===== src/logic/tbf_pkg.sv =====
package tbf_pkg;

  // ----------------------------------------------------------------------
  // address layout of a received source address
  // ----------------------------------------------------------------------
  localparam int unsigned TBF_ADDR_W  = 8;
  localparam int unsigned TBF_CR_BIT  = 0;
  localparam int unsigned TBF_STA_LSB = 1;
  localparam logic        TBF_CR_CMD  = 1'b0;

  // ----------------------------------------------------------------------
  // sizes
  // ----------------------------------------------------------------------
  localparam int unsigned TBF_ID_W   = 8;
  localparam int unsigned TBF_NSTA   = 16;
  localparam int unsigned TBF_QDEPTH = 8;

  // ----------------------------------------------------------------------
  // reset values
  // ----------------------------------------------------------------------
  localparam logic [1:0] TBF_RST_SYNC = 2'h0;

  typedef enum logic [1:0]
  {
    TBF_PDU_DIA   = 2'h0,
    TBF_PDU_DRNR  = 2'h1,
    TBF_PDU_DRR   = 2'h2,
    TBF_PDU_OTHER = 2'h3
  } tbf_pdu_t;

  typedef enum logic [1:0]
  {
    TBF_CS_IDLE = 2'h0,
    TBF_CS_HOLD = 2'h1
  } tbf_cstate_t;

endpackage


===== src/logic/tbf_rtq.sv =====
`timescale 1ns/1ps
module tbf_rtq
  import tbf_pkg::*;
#(
  parameter int unsigned NSTA  = TBF_NSTA,
  parameter int unsigned DEPTH = TBF_QDEPTH,
  parameter int unsigned IDW   = TBF_ID_W,
  parameter int unsigned SW    = $clog2(NSTA),
  parameter int unsigned CW    = $clog2(DEPTH + 1)
)
(
  input  wire logic            clk_sys,
  input  wire logic            rst_n,
  input  wire logic            enq_valid,
  input  wire logic [IDW-1:0]  enq_id,
  input  wire logic [NSTA-1:0] enq_dest,
  output logic                 enq_ready,
  input  wire logic            prune_valid,
  input  wire logic [SW-1:0]   prune_sta,
  input  wire logic            ack_valid,
  input  wire logic [IDW-1:0]  ack_id,
  input  wire logic [SW-1:0]   ack_sta,
  output logic                 ack_hit,
  output logic [CW-1:0]        count
);

  typedef struct packed
  {
    logic [DEPTH-1:0]           vld;
    logic [DEPTH-1:0][IDW-1:0]  id;
    logic [DEPTH-1:0][NSTA-1:0] dest;
    logic                       hit;
    logic [CW-1:0]              cnt;
  } tbf_rtq_state_t;

  tbf_rtq_state_t st;
  tbf_rtq_state_t next_st;

  function automatic logic [CW-1:0] tbf_ones(input logic [DEPTH-1:0] v);
    logic [CW-1:0] n;
    n = '0;
    for (int i = 0; i < DEPTH; i++)
    begin
      n = n + CW'(v[i]);
    end
    return n;
  endfunction

  // a slot freed this cycle is reused only next cycle, keeping the
  // free search off the prune and ack paths
  assign enq_ready = ~&st.vld;
  assign ack_hit   = st.hit;
  assign count     = st.cnt;

  always_comb
  begin
    logic placed;
    placed  = 1'b0;
    next_st = st;
    next_st.hit = 1'b0;
    for (int i = 0; i < DEPTH; i++)
    begin
      if (st.vld[i])
      begin
        if (prune_valid)
        begin
          next_st.dest[i][prune_sta] = 1'b0;
        end
        if (ack_valid && st.id[i] == ack_id && st.dest[i][ack_sta])
        begin
          next_st.dest[i][ack_sta] = 1'b0;
          next_st.hit = 1'b1;
        end
        if (next_st.dest[i] == '0)
        begin
          next_st.vld[i] = 1'b0;
        end
      end
      else if (enq_valid && !placed && enq_dest != '0)
      begin
        placed = 1'b1;
        next_st.vld[i]  = 1'b1;
        next_st.id[i]   = enq_id;
        next_st.dest[i] = enq_dest;
      end
    end
    next_st.cnt = tbf_ones(next_st.vld);
  end

  always_ff @(posedge clk_sys or negedge rst_n)
  begin
    if (!rst_n)
    begin
      st <= '0;
    end
    else
    begin
      st <= next_st;
    end
  end

endmodule


===== src/logic/tbf_tracker.sv =====
// Functional notes
// - DRNR command marks sender busy and stops DIA sends to it.
// - busy station may stay in multi-destination PDU if another is free.
// - received DRNR never alters our own quiet mode.
// - marking busy nulls that station from every retransmission entry.
// - DRR command from station clears its busy mark.
// - busy after own DRNR command: answer with DRNR response unless quiet.
// - DRNR response: find outstanding DIA entry by its id.
// - remove DRNR responder from that entry's destinations if present.
// - any DRR goes out only with quiet off and a trigger.
// - trigger: busy ended after our DRNR command.
// - trigger: not busy and received DIA asking acknowledgment.
// - trigger: explicit user request, accepted only with quiet off.
// - DRR response deletes responder from matching DIA entry.
// - source address first bit gives command/response; individual only.
`timescale 1ns/1ps
module tbf_tracker
  import tbf_pkg::*;
#(
  parameter int unsigned NSTA  = TBF_NSTA,
  parameter int unsigned DEPTH = TBF_QDEPTH,
  parameter int unsigned IDW   = TBF_ID_W,
  parameter int unsigned SW    = $clog2(NSTA),
  parameter int unsigned CW    = $clog2(DEPTH + 1)
)
(
  input  wire logic                  clk_sys,
  input  wire logic                  rst_n,
  input  wire logic                  quiet_mode,
  input  wire logic                  local_busy,
  input  wire logic                  rx_valid,
  input  wire tbf_pdu_t              rx_kind,
  input  wire logic [TBF_ADDR_W-1:0] rx_src,
  input  wire logic [IDW-1:0]        rx_id,
  input  wire logic                  rx_ack_req,
  input  wire logic                  user_drr_req,
  input  wire logic                  dia_req,
  input  wire logic [IDW-1:0]        dia_id,
  input  wire logic [NSTA-1:0]       dia_dest,
  output logic                       dia_go,
  output logic [IDW-1:0]             dia_go_id,
  output logic [NSTA-1:0]            dia_go_dest,
  output logic                       dia_drop,
  output logic                       ctl_valid,
  input  wire logic                  ctl_ready,
  output tbf_pdu_t                   ctl_kind,
  output logic                       ctl_rsp,
  output logic [SW-1:0]              ctl_sta,
  output logic [IDW-1:0]             ctl_id,
  output logic [NSTA-1:0]            sta_busy,
  output logic [CW-1:0]              rtq_count,
  output logic                       rtq_ack
);

  localparam int unsigned FW = TBF_ADDR_W - TBF_STA_LSB;

  // ----------------------------------------------------------------------
  // state
  // ----------------------------------------------------------------------
  typedef struct packed
  {
    logic [NSTA-1:0] busy;
    logic            busy_q;
    logic            drnr_sent;
    logic            pend_drnr;
    logic            pend_drr;
    logic            pend_rsp;
    tbf_pdu_t        rsp_kind;
    logic [SW-1:0]   rsp_sta;
    logic [IDW-1:0]  rsp_id;
    tbf_cstate_t     cstate;
    logic            ctl_valid;
    tbf_pdu_t        ctl_kind;
    logic            ctl_rsp;
    logic [SW-1:0]   ctl_sta;
    logic [IDW-1:0]  ctl_id;
    logic            dia_go;
    logic [IDW-1:0]  dia_go_id;
    logic [NSTA-1:0] dia_go_dest;
    logic            dia_drop;
  } tbf_state_t;

  tbf_state_t st;
  tbf_state_t next_st;
  logic [1:0] rst_sync;
  logic       rst_int_n;

  function automatic logic tbf_multi(input logic [NSTA-1:0] m);
    return |(m & (m - NSTA'(1)));
  endfunction

  // ----------------------------------------------------------------------
  // reset release
  // ----------------------------------------------------------------------
  always_ff @(posedge clk_sys or negedge rst_n)
  begin
    if (!rst_n)
    begin
      rst_sync <= TBF_RST_SYNC;
    end
    else
    begin
      rst_sync <= {rst_sync[0], 1'b1};
    end
  end

  assign rst_int_n = rst_sync[1];

  // ----------------------------------------------------------------------
  // receive decode
  // ----------------------------------------------------------------------
  logic [FW-1:0] src_field;
  logic [SW-1:0] src_sta;
  logic          src_cmd;
  logic          rx_ok;
  logic          drnr_cmd_rx;
  logic          drr_cmd_rx;
  logic          ack_rx;

  assign src_field = rx_src[TBF_ADDR_W-1:TBF_STA_LSB];
  assign src_sta   = src_field[SW-1:0];
  assign src_cmd   = (rx_src[TBF_CR_BIT] == TBF_CR_CMD);
  // group or unknown sources fall outside the table and are ignored
  assign rx_ok     = rx_valid && (src_field < FW'(NSTA));
  assign drnr_cmd_rx = rx_ok && src_cmd && rx_kind == TBF_PDU_DRNR;
  assign drr_cmd_rx  = rx_ok && src_cmd && rx_kind == TBF_PDU_DRR;
  assign ack_rx = rx_ok && !src_cmd &&
                  (rx_kind == TBF_PDU_DRNR || rx_kind == TBF_PDU_DRR);

  // ----------------------------------------------------------------------
  // transmit gating
  // ----------------------------------------------------------------------
  logic [NSTA-1:0] free_dest;
  logic [NSTA-1:0] sel_dest;
  logic [NSTA-1:0] prune_mask;
  logic [NSTA-1:0] enq_dest;
  logic            enq_ready;
  logic            enq_valid;

  assign free_dest = dia_dest & ~st.busy;
  assign sel_dest  = (tbf_multi(dia_dest) && free_dest != '0) ?
                     dia_dest : free_dest;
  // an entry queued in the same cycle as a DRNR must be pruned too
  assign prune_mask = drnr_cmd_rx ? (NSTA'(1) << src_sta) : '0;
  assign enq_dest   = sel_dest & ~prune_mask;
  assign enq_valid  = dia_req && sel_dest != '0 && enq_ready;

  // ----------------------------------------------------------------------
  // next state
  // ----------------------------------------------------------------------
  always_comb
  begin
    next_st = st;
    next_st.busy_q   = local_busy;
    next_st.dia_go   = 1'b0;
    next_st.dia_drop = 1'b0;

    if (drnr_cmd_rx)
    begin
      next_st.busy[src_sta] = 1'b1;
    end
    if (drr_cmd_rx)
    begin
      next_st.busy[src_sta] = 1'b0;
    end

    if (dia_req)
    begin
      if (enq_valid)
      begin
        next_st.dia_go      = 1'b1;
        next_st.dia_go_id   = dia_id;
        next_st.dia_go_dest = sel_dest;
      end
      else
      begin
        next_st.dia_drop = 1'b1;
      end
    end

    // emitter: clears come first so a new trigger in the same cycle wins
    case (st.cstate)
      TBF_CS_IDLE:
      begin
        if (st.pend_drnr)
        begin
          next_st.pend_drnr = 1'b0;
          next_st.ctl_valid = 1'b1;
          next_st.ctl_kind  = TBF_PDU_DRNR;
          next_st.ctl_rsp   = 1'b0;
          next_st.ctl_sta   = '0;
          next_st.ctl_id    = '0;
          next_st.cstate    = TBF_CS_HOLD;
        end
        else if (st.pend_rsp && !quiet_mode)
        begin
          next_st.pend_rsp  = 1'b0;
          next_st.ctl_valid = 1'b1;
          next_st.ctl_kind  = st.rsp_kind;
          next_st.ctl_rsp   = 1'b1;
          next_st.ctl_sta   = st.rsp_sta;
          next_st.ctl_id    = st.rsp_id;
          next_st.cstate    = TBF_CS_HOLD;
        end
        else if (st.pend_drr && !quiet_mode)
        begin
          next_st.pend_drr  = 1'b0;
          next_st.ctl_valid = 1'b1;
          next_st.ctl_kind  = TBF_PDU_DRR;
          next_st.ctl_rsp   = 1'b0;
          next_st.ctl_sta   = '0;
          next_st.ctl_id    = '0;
          next_st.cstate    = TBF_CS_HOLD;
        end
      end
      TBF_CS_HOLD:
      begin
        if (ctl_ready)
        begin
          next_st.ctl_valid = 1'b0;
          next_st.cstate    = TBF_CS_IDLE;
          if (st.ctl_kind == TBF_PDU_DRNR && !st.ctl_rsp)
          begin
            next_st.drnr_sent = 1'b1;
          end
        end
      end
      default:
      begin
        next_st.ctl_valid = 1'b0;
        next_st.cstate    = TBF_CS_IDLE;
      end
    endcase

    if (quiet_mode)
    begin
      next_st.pend_drr = 1'b0;
      next_st.pend_rsp = 1'b0;
    end

    if (local_busy && !st.busy_q)
    begin
      next_st.pend_drnr = 1'b1;
    end
    if (!local_busy && st.busy_q)
    begin
      next_st.pend_drnr = 1'b0;
      if (st.drnr_sent && !quiet_mode)
      begin
        next_st.pend_drr = 1'b1;
      end
      next_st.drnr_sent = 1'b0;
    end

    if (user_drr_req && !quiet_mode)
    begin
      next_st.pend_drr = 1'b1;
    end

    // one response slot; a newer trigger replaces an unsent one
    if (rx_ok && src_cmd && rx_kind == TBF_PDU_DIA && rx_ack_req &&
        !quiet_mode)
    begin
      if (local_busy && st.drnr_sent)
      begin
        next_st.pend_rsp = 1'b1;
        next_st.rsp_kind = TBF_PDU_DRNR;
        next_st.rsp_sta  = src_sta;
        next_st.rsp_id   = rx_id;
      end
      else if (!local_busy)
      begin
        next_st.pend_rsp = 1'b1;
        next_st.rsp_kind = TBF_PDU_DRR;
        next_st.rsp_sta  = src_sta;
        next_st.rsp_id   = rx_id;
      end
    end
    // quiet mode is an input only, no received PDU writes it
  end

  always_ff @(posedge clk_sys or negedge rst_int_n)
  begin
    if (!rst_int_n)
    begin
      st <= '0;
    end
    else
    begin
      st <= next_st;
    end
  end

  // ----------------------------------------------------------------------
  // retransmission queue
  // ----------------------------------------------------------------------
  tbf_rtq #(
    .NSTA  (NSTA),
    .DEPTH (DEPTH),
    .IDW   (IDW),
    .SW    (SW),
    .CW    (CW)
  ) u_rtq (
    .clk_sys     (clk_sys),
    .rst_n       (rst_int_n),
    .enq_valid   (enq_valid),
    .enq_id      (dia_id),
    .enq_dest    (enq_dest),
    .enq_ready   (enq_ready),
    .prune_valid (drnr_cmd_rx),
    .prune_sta   (src_sta),
    .ack_valid   (ack_rx),
    .ack_id      (rx_id),
    .ack_sta     (src_sta),
    .ack_hit     (rtq_ack),
    .count       (rtq_count)
  );

  assign dia_go      = st.dia_go;
  assign dia_go_id   = st.dia_go_id;
  assign dia_go_dest = st.dia_go_dest;
  assign dia_drop    = st.dia_drop;
  assign ctl_valid   = st.ctl_valid;
  assign ctl_kind    = st.ctl_kind;
  assign ctl_rsp     = st.ctl_rsp;
  assign ctl_sta     = st.ctl_sta;
  assign ctl_id      = st.ctl_id;
  assign sta_busy    = st.busy;

endmodule


===== config.mk =====
export PLATFORM = sky130hd
export DESIGN_NAME = tbf_tracker
export DESIGN_NICKNAME = d
export VERILOG_FILES = /design/src/logic/tbf_pkg.sv /design/src/logic/tbf_rtq.sv /design/src/logic/tbf_tracker.sv
export SDC_FILE = /design/constraint.sdc
export NUM_CORES = 1
export LEC_CHECK = 0
export BUFFER_PORTS_ARGS = -buffer_cell sky130_fd_sc_hd__buf_2
export CELL_PAD_IN_SITES_DETAIL_PLACEMENT = 1
export CELL_PAD_IN_SITES_GLOBAL_PLACEMENT = 2
export CORE_AREA = 2 2 205 207
export CTS_BUF_LIST = sky130_fd_sc_hd__clkbuf_16
export DETAILED_ROUTE_END_ITERATION = 16
export DIE_AREA = 0 0 207 209
export GPL_ROUTABILITY_DRIVEN = 1
export PLACE_DENSITY_LB_ADDON = 0.1
export SLEW_MARGIN = 25
export SYNTH_ARGS = -nofsm -noshare
export SYNTH_HDL_FRONTEND = slang
export SYNTH_SLANG_ARGS = --single-unit

===== constraint.sdc =====
create_clock -name clk_sys -period 10.1 [get_ports clk_sys]
set_input_delay 0.505 -clock clk_sys [delete_from_list [all_inputs] [get_ports clk_sys]]
set_output_delay 0.505 -clock clk_sys [all_outputs]
set_load 0.005 [all_outputs]

==> results.md, run 1 <==
- After detailed routing, the average wire length per cell comes to 28.8 um.
- After detailed routing, the number of remaining DRC violations is 0.
- The detail route stage leaves a number of antenna-violating nets equal to 0.
- The critical path class is in -> reg.
- The synthesized instance count is 1587.
- After clock tree synthesis, the repair step resized 0 gates.
- The endpoint arrival time on the critical path is 6640 ps.
- The internal power component is 2.99 mW.
- Dividing the final minimum period by the clock period gives 60.9%.
- Measured along the x axis, the die boundary spans 207 um.
- The die covers 43300 um^2.
- The run finished with clean final reports.
- For this design the top-level I/O count stands at 114.
- The antenna cell count is 0.
- At the end of the flow, the number of nets in the layout was 1682.
- Sequential cells account for 40.5% of the total power.
- Of the post-synthesis cell area, the part taken by muxes is 12.6%.
- The average size of a mapped cell is 10.2 um^2.
- The routability-driven placement congestion ratio is 0.825.
- IR analysis of the VDD net gives a maximum drop of 133 uV.
- The type of destination of the critical path is a register.
- The net switching component of the power is 1.76 mW.
- The routed layout has 13.5k vias.
- The critical path required time is 10590 ps.
- The sum of net half-perimeters after detailed placement is 40000 um.
- The tightest min-delay check is of the in -> reg type.
- The proportion of synthesized flip-flops having asynchronous set or reset is 100%.
- The number of port buffers is 113.
- The initial DRC count is 1017.
- The total standard cell area after synthesis is 16200 um^2.
- The clock transition at the registers of the reported paths is 50 ps.
- Of the total synthesized cell area, the portion taken by XOR and XNOR cells is 3.52%.
- The number of hold buffers added after CTS is 1.
- The later-pin clock latency in the skew report is 550 ps.
- The setup slack after placement is 3430 ps.
- The post-synthesis sequential element count is 284.
- The number of levels the H-tree was split into is 2.
- The per-cell via count in the routed design is 6.20.
- The total count of hold-check failures in the final report is 0.
- The tool flagged a number of max-cap violations equal to 0.
- The total congestion overflow after global routing is 0.
- Entering global routing, the biggest net connects 67 pins.
- TritonCTS built the clock tree.
- The setup skew after layout is 17.7 ps.
- The fraction of the yosys area taken by sequential cells is 44.0%.
- The total wire length is 62900 um.
- The register area is 7110 um^2.
- The adder-cell area share of the yosys netlist is 0.960%.
- The share of synthesized cell area in and, or, nand and nor gates is 12.1%.
- In the final timing run, aggregate negative setup slack is 0 ps.
- The dominant synthesized flop cell is sky130_fd_sc_hd__dfrtp_1.
- The number of enable-type register cells in the synthesized netlist is 0.
- Summing all multi-input logic gate instances after layout gives 8020 um^2.
- The main combinational cell family by area after synthesis is compound AO/OA/AOI/OAI gates.
- The tree is rooted in a sky130_fd_sc_hd__clkbuf_16.
- In this run switching power makes up 37.1% of total power.
- The kind of launch point of the worst setup path is an input port.
- Synthesis produced a netlist with a net count of 1648.
- The number of standard-cell rows in the floorplan is 75.
- The number of setup buffers added after CTS is 0.
- The clock net in this run drives a total of 284 sinks.
- The initial standard-cell utilization of the core is 39.1%.
- The worst path meets setup with 3950 ps of slack.
- The detailed-routing iteration count for the pre-antenna-repair pass is 5.
- The via count of the first global-routing pass is 14.0k.
- Setup violations remaining at the end of the flow were counted as 0.
- Counting I/O delays and the setup requirement, the final critical path takes 6150 ps.
- The clock network burns 26.2% of the power.
- The number of synthesis warnings is 0.
- The ratio of cells with drive above 1 in the final layout is 20.4%.
- Relative to the synthesized area, the layout overhead comes to 11.9%.
- The core area is 41300 um^2.
- At the pin with the least slew margin, the transition time is 1040 ps.
- Setup repair after global routing left no endpoint under its margin.
- The vertical die dimension is 209 um.
- The power per standard cell area is 263 nW/um^2.
- The worst pin sits at a relative slew slack of 30.1%.
- The top achievable clock speed is 163 MHz.
- The first global-routing pass estimated 94900 um of wire.
- Along the worst path, the maximum fanout reaches 50.
- The combinational power share is 33.3%.
- The complex-gate fraction of the synthesized area is 20.0%.
- The analysis attributes to cell leakage a power of 7.56 nW.
- The final max-slew violation count is 0.
- The total track usage is 29.1%.
- The number of antenna violations at the first check in global routing is 0.
- The distinct cell type count after synthesis is 67.
- TritonCTS created 37 clock buffers.
- The fill cell total of the finished layout is 4556.
- The clock tree buffer depth is 3.
-- final cells by class --
class | instances | share of cell area, %
inverter | 35 | 0.726
tap | 539 | 3.73
clock inverter | 26 | 0.775
timing repair buffer | 175 | 5.73
multi-input combinational | 1088 | 44.3
sequential | 284 | 39.3
clock buffer | 39 | 5.39
-- flip-flops by register name, summed over array words and instances (netlist names), 4 cells and up --
name,count
dia_go_id,8
st,19
sta_busy,16
u_rtq.count,4
u_rtq.st,200
dia_go_dest,16
ctl_id,8
ctl_sta,4
-- power groups by stage --
stage | Sequential, mW | Clock [mW] | Combinational, mW
after CTS | 1.91 | 1.28 | 1.59
after global placement | 1.92 | 0 | 1.53
after global routing | 1.98 | 1.32 | 1.76
final | 1.93 | 1.25 | 1.58
after detailed placement | 1.93 | 0 | 1.58
after floorplan | 1.81 | 0 | 1.20
-- layer usage --
metal,track usage (%),part of all wire (%),vias to the layer above
li1,-,-,5906
met5,0,0,-
met3,3.92,4.8,121
met1,40.4,45,7122
met4,11.7,3.7,0
met2,46.2,46,395
-- through the flow --
stage          util [%]  total power [mW]  cells  instance area [um^2]  hold WS [ps]
2_1_floorplan         -              3.01   1587                 16200           209
5_1_grt            43.8              5.06   2186                 18100           132
3_3_place_gp       41.0              3.45   2120                 16900           293
6_report           43.8              4.76   2186                 18100           135
3_5_place_dp       41.1              3.51   2120                 17000           295
4_1_cts            43.8              4.78   2186                 18100           105
-- synthesized netlist by cell type (30+ instances only) --
library cell	instances	area [um^2]
sky130_fd_sc_hd__a22oi_1	41	308
sky130_fd_sc_hd__buf_4	64	480
sky130_fd_sc_hd__clkbuf_1	90	338
sky130_fd_sc_hd__dfrtp_1	284	7110
sky130_fd_sc_hd__inv_1	32	120
sky130_fd_sc_hd__mux2_1	37	417
sky130_fd_sc_hd__mux2_2	41	462
sky130_fd_sc_hd__mux4_2	40	901
sky130_fd_sc_hd__nand2_1	89	334
sky130_fd_sc_hd__nand4_1	36	225
sky130_fd_sc_hd__nor2_1	107	402
sky130_fd_sc_hd__nor2b_1	36	225
sky130_fd_sc_hd__nor3_1	30	150
sky130_fd_sc_hd__o21ai_0	218	1090
sky130_fd_sc_hd__xor2_1	64	561
-- critical path: stages --
cell	delay, ps
sky130_fd_sc_hd__buf_2	100
sky130_fd_sc_hd__buf_4	330
sky130_fd_sc_hd__nor2b_1	340
sky130_fd_sc_hd__nand2_1	530
sky130_fd_sc_hd__o221ai_2	810
sky130_fd_sc_hd__nand4_1	280
sky130_fd_sc_hd__nor4_4	300
sky130_fd_sc_hd__buf_4	550
sky130_fd_sc_hd__nor3_2	250
sky130_fd_sc_hd__a21o_1	280
sky130_fd_sc_hd__ha_1	310
sky130_fd_sc_hd__inv_1	100
sky130_fd_sc_hd__fa_1	440
sky130_fd_sc_hd__fa_1	490
sky130_fd_sc_hd__inv_1	50
sky130_fd_sc_hd__fa_1	390
sky130_fd_sc_hd__inv_1	100
sky130_fd_sc_hd__fa_1	390
sky130_fd_sc_hd__inv_1	60
-- final timing paths --
path	from	end	slack, ps	depth (start not counted)
max	rx_src[1]	u_rtq.count[1]	3950	19
min	local_busy	st[62]	140	1
max reg2reg	sta_busy[15]	u_rtq.count[1]	3960	19
min reg2reg	rst_sync[1]	u_rtq.st[202]	330	0
max in group asynchronous	rst_sync[1]	dia_go_dest[8]	7770	2
min in group asynchronous	rst_n	rst_sync[1]	260	2
-- placed cells by master (no fill, tap or decap), drive strengths merged, types with 14 or more instances in the layout --
cell / Yosys / final
o31ai: 18 / 18
buf: 90 / 174
o311ai: 14 / 14
clkbuf: 90 / 39
nand4: 37 / 37
inv: 33 / 42
o31a: 25 / 25
nor4: 25 / 25
o22a: 16 / 16
o211ai: 26 / 26
a22o: 17 / 17
xor2: 64 / 64
mux2i: 26 / 26
nor2b: 36 / 36
o22ai: 16 / 16
nand3: 20 / 20
a22oi: 41 / 41
a21boi: 23 / 23
nor2: 107 / 107
nand2: 89 / 89
dfrtp: 284 / 284
nor3: 34 / 34
o221ai: 17 / 17
o21ai: 225 / 225
clkinv: 2 / 18
mux4: 40 / 40
mux2: 78 / 78
-- cell families (layout without fill, tap and decap cells) --
kind of cell | after synthesis | count (layout)
other | 1 | 1
AND/OR/NAND/NOR | 387 | 387
adder cells (fa/ha/maj) | 10 | 10
flip-flops | 284 | 284
XOR/XNOR | 65 | 65
multiplexers | 144 | 144
buffers and inverters | 215 | 275
AO/OA/AOI/OAI | 481 | 481
Power figures use the tool's default switching activity.
==> run 2: changes to the inputs <==
--- a/config.mk
+++ b/config.mk
@@ -5,13 +5,14 @@
 export SDC_FILE = /design/constraint.sdc
 export NUM_CORES = 1
 export LEC_CHECK = 0
+export ABC_AREA = 1
 export BUFFER_PORTS_ARGS = -buffer_cell sky130_fd_sc_hd__buf_2
 export CELL_PAD_IN_SITES_DETAIL_PLACEMENT = 1
 export CELL_PAD_IN_SITES_GLOBAL_PLACEMENT = 2
-export CORE_AREA = 2 2 205 207
+export CORE_AREA = 2 2 233 235
 export CTS_BUF_LIST = sky130_fd_sc_hd__clkbuf_16
 export DETAILED_ROUTE_END_ITERATION = 16
-export DIE_AREA = 0 0 207 209
+export DIE_AREA = 0 0 235 237
 export GPL_ROUTABILITY_DRIVEN = 1
 export PLACE_DENSITY_LB_ADDON = 0.1
 export SLEW_MARGIN = 25
==> constraint.sdc (replaced) <==
create_clock -name clk_sys -period 5.3 [get_ports clk_sys]
set_input_delay 0.265 -clock clk_sys [delete_from_list [all_inputs] [get_ports clk_sys]]
set_output_delay 0.265 -clock clk_sys [all_outputs]
set_load 0.005 [all_outputs]
==> results.md, run 2 <==
- The total standard cell area after synthesis is 17300 um^2 (+7.1%).
- The worst hold path begins at dia_dest[8].
- The number of enable-type register cells in the synthesized netlist was 0 (unchanged).
- In the finished design, the share of the clock period the worst path needs comes to 96.9%.
- The final max-slew violation count is 0 (unchanged).
- The setup slack after placement is -151 ps (-3580 ps).
- The total power after layout is 8.94 mW (+88%).
- The max-slew headroom at the worst pin is 31.7% (+1.6 points).
- In this run the critical register-to-register path is captured at u_rtq.count[1].
- The register bank with the most flops is u_rtq.st.
- Yosys attributes the largest share of cell area to sky130_fd_sc_hd__dfrtp_1, sky130_fd_sc_hd__nand2_1, sky130_fd_sc_hd__o21ai_0, sky130_fd_sc_hd__nand3_1, sky130_fd_sc_hd__nor2_1.
- The routability-driven placement congestion ratio is 0.881 (+6.8%).
- The number of standard-cell rows in the floorplan is 85 (+13%).
- The total of endpoints with negative setup slack in the final report is 0 (unchanged).
- The cell with the biggest individual delay on the critical path is sky130_fd_sc_hd__fa_1.
- The total negative slack for setup checks was 0 ps (unchanged).
- The clock transition at the registers of the reported paths was 60 ps (about the same).
- The sum of net half-perimeters after detailed placement is 53100 um (+33%).
- The commonest non-fill, non-tap cell in the layout is sky130_fd_sc_hd__nand2_1.
- The maximum number of pins on one net before global-route repair is 145 (+120%).
- The number of flip-flops in the largest register was 200 (unchanged).
- The fraction of the yosys area taken by sequential cells came to 41.1% (-2.9 points).
- The count of nets after finishing was 2484 (+48%).
- The path category of the worst min-delay check is in -> reg.
- Summed over all instances, the cell type with the most area after synthesis is sky130_fd_sc_hd__dfrtp_1.
- The critical path's largest stage delay came to 490 ps (-320 ps).
- The number of instances on the worst hold path was 3 (+2).
- The largest registers in the layout are u_rtq.st x200, st x19.
- The power per standard cell area is 445 nW/um^2 (+69%).
- The initial standard-cell utilization of the core is 32.5% (-6.7 points).
- The slew at the pin with the worst max-slew slack is 1020 ps (-15.1 ps).
- The number of port buffers was 113 (unchanged).
- The remaining design rule violation count is 0 (unchanged).
- The max-cap violation count is 0 (unchanged).
- The number of synthesis warnings came to 0 (unchanged).
- The biggest fanout along the worst timing path is 17 (-66%).
- The critical path required time was 5800 ps (-4790 ps).
- Leaving out fill and tap cells, the most frequent cells in the layout are sky130_fd_sc_hd__nand2_1, sky130_fd_sc_hd__dfrtp_1, sky130_fd_sc_hd__o21ai_0.
- The highest ir drop seen on vdd is 215 uV (+61%).
- The number of antenna violations at the first check in global routing was 1 (+1).
- The post-synthesis sequential element count is 284 (unchanged).
- The number of primary I/O pins is 114 (unchanged).
- The proportion of netlist area held by the largest area contributor is 41.1% (-2.9 points).
- The average size of a mapped cell came to 7.53 um^2 (-26%).
- The number of buffers added by the clock tree synthesis step is 38 (+2.7%).
- The run finished with clean final reports.
- STA classifies the critical path endpoint as a register.
- The initial DRC count is 1065 (+4.7%).
- The sink of the worst hold path is dia_go_dest[8].
- The setup skew after layout came to 19.0 ps (+1.34 ps).
- The via count of the first global-routing pass was 17.3k (+24%).
- Ranked by instance count, the synthesized netlist is headed by sky130_fd_sc_hd__nand2_1, sky130_fd_sc_hd__dfrtp_1, sky130_fd_sc_hd__o21ai_0, sky130_fd_sc_hd__nor2_1, sky130_fd_sc_hd__nand3_1.
- The wire length of the first global-routing pass is 110000 um (+16%).
- The time the worst path needs with I/O delays and setup is 5140 ps.
- The library cell with the highest instance count after synthesis is sky130_fd_sc_hd__nand2_1.
- In this run the critical register-to-register path is launched from sta_busy[5].
- The worst reg-to-reg setup slack came to 160 ps (-3800 ps).
- The net count after synthesis is 2358 (+43%).
- Setup repair after global routing left no endpoint under its margin.
- The total congestion overflow after global routing is 0 (unchanged).
- The overall via count from detail_route was 16.7k (+24%).
- The final hold slack was 27.4 ps (-108 ps).
- The total track usage is 25.7% (-3.4 points).
- The number of cells on the worst reg-to-reg path came to 23 (+4).
- The final worst setup slack came to 164 ps (-3780 ps).
- The proportion of synthesized flip-flops having asynchronous set or reset came to 100% (unchanged).
- The leakage power figure came to 9.75 nW (+29%).
- The clock tree buffer depth is 3 (unchanged).
- The remaining antenna violation count is 0 (unchanged).
- The layout overhead on the synthesized area is 16.1%.
- The ratio of cells with drive above 1 in the final layout is 17.2% (-3.2 points).
- By startpoint and endpoint, the worst setup path is classified as reg -> reg.
- The utilization after layout came to 37.7% (-6.1 points).
- The critical path goes through or2_1 > nand4_1 > nor2_1 > nand2_4 > nand3_1 > nand2_1 > nand2_1 > nand2_1 > nor2_2 > nand2_2 > nor2_4 > nor2_8 > buf_6 > nand2_8 > nand2_4 > nand2_1 > fa_1 > fa_1 > inv_1 > fa_1 > inv_1 > fa_1 > inv_1.
- The area of the die came to 55700 um^2 (+29%).
- The average wire per cell in the routed design is 23.0 um (-20%).
- The endpoint arrival time on the critical path is 5640 ps (-1000 ps).
- The buffers inserted during post-CTS setup optimization was 0 (unchanged).
- The distinct cell type count after synthesis came to 47 (-30%).
- The total clock sinks is 284 (unchanged).
- The horizontal die dimension is 235 um (+14%).
- Among all flip-flop cells after synthesis, the most frequent one is sky130_fd_sc_hd__dfrtp_1.
- The kind of launch point of the worst setup path is a register.
- The per-cell via count in the routed design is 5.32 (-14%).
- The core area is 53300 um^2 (+29%).
- TritonCTS built the clock tree.
- The vertical die dimension was 237 um (+13%).
- The total wire length is 72300 um (+15%).
- The total count of hold-check failures in the final report is 0 (unchanged).
- The top achievable clock speed is 195 MHz.
- The detailed-routing iteration count for the pre-antenna-repair pass is 5 (unchanged).
- The later-pin clock latency in the skew report is 560 ps (about the same).
- The number of levels the H-tree was split into was 2 (unchanged).
- The synthesized instance count is 2297 (+45%).
- The library cell used as clock root buffer is sky130_fd_sc_hd__clkbuf_16.
## run 2: cell types whose count changed after synthesis, sizes merged, moves of 32 or more
cell,change
nand2,+634
inv,+137
nand3,+134
mux2,-76
nor2,+54
o22ai,+52
a21oi,+41
mux4,-40
o211ai,+37
nor2b,-36
a22oi,-32
## run 2: how the worst max path moves through the flow
| stage | slack [ps] | from | to | cells past startpoint |
|---|---|---|---|---|
| after detailed placement | -150 | rx_src[2] | u_rtq.count[1] | 27 |
| after global routing | 10 | sta_busy[5] | u_rtq.count[1] | 23 |
| after floorplan | 650 | rst_sync[1] | ctl_id[0] | 0 |
| final | 160 | sta_busy[5] | u_rtq.count[1] | 23 |
| after CTS | 80 | sta_busy[5] | u_rtq.count[1] | 23 |
| after global placement | -160 | rx_src[2] | u_rtq.count[1] | 27 |
## run 2: repair_timing
action                     4_1_cts  5_1_grt
gates resized for setup          1        1
hold buffers                    15        0
setup endpoints to repair        1        2
hold endpoints to repair        29        0
## run 2: per-stage QoR
stage / area, um^2 / cells
4_1_cts: 20100 / 3143
2_1_floorplan: 17300 / 2297
6_report: 20100 / 3144
3_5_place_dp: 18800 / 3064
5_1_grt: 20100 / 3144
3_3_place_gp: 18800 / 3064
## run 2: layout make-up
class / instances / area, um^2
antenna: 1 / 2.50
clock buffer: 39 / 976
clock inverter: 25 / 184
fill: 6604 / 33200
inverter: 173 / 652
multi-input combinational: 1681 / 8610
sequential: 284 / 7110
tap: 696 / 871
timing repair buffer: 245 / 1690
## run 2: power by group
part           leakage, nW  total (mW)  internal (mW)  switching, mW
clock                0.609        2.49           1.47           1.03
combinational         5.70        3.17           1.17           2.00
sequential            3.45        3.27           2.78          0.494
## run 2: kinds of logic after synthesis
group / synth area share, %
fa+ha+maj: 0.896
flops: 41.1
buf+inv: 9.26
xor+xnor: 3.04
other cells: 0.0217
compound gates: 16.4
mux: 0.130
simple gates: 29.2
## run 2: routing by layer
| layer | up-vias | global-route usage, % | share of wire [%] |
|---|---|---|---|
| li1 | 7833 | - | - |
| met1 | 8414 | 36.1 | 47 |
| met2 | 376 | 41.6 | 46 |
| met3 | 106 | 2.67 | 4.0 |
| met4 | 0 | 8.29 | 2.9 |
| met5 | - | 0 | 0 |
## run 2: worst max-delay path: cells and delay by family, from the launching register on
kind / cells / cell delay [ps]
adders and majority gates: 4 / 1750
and+or+nand+nor: 15 / 2380
DFF: 1 / 440
buffers and inverters: 4 / 480
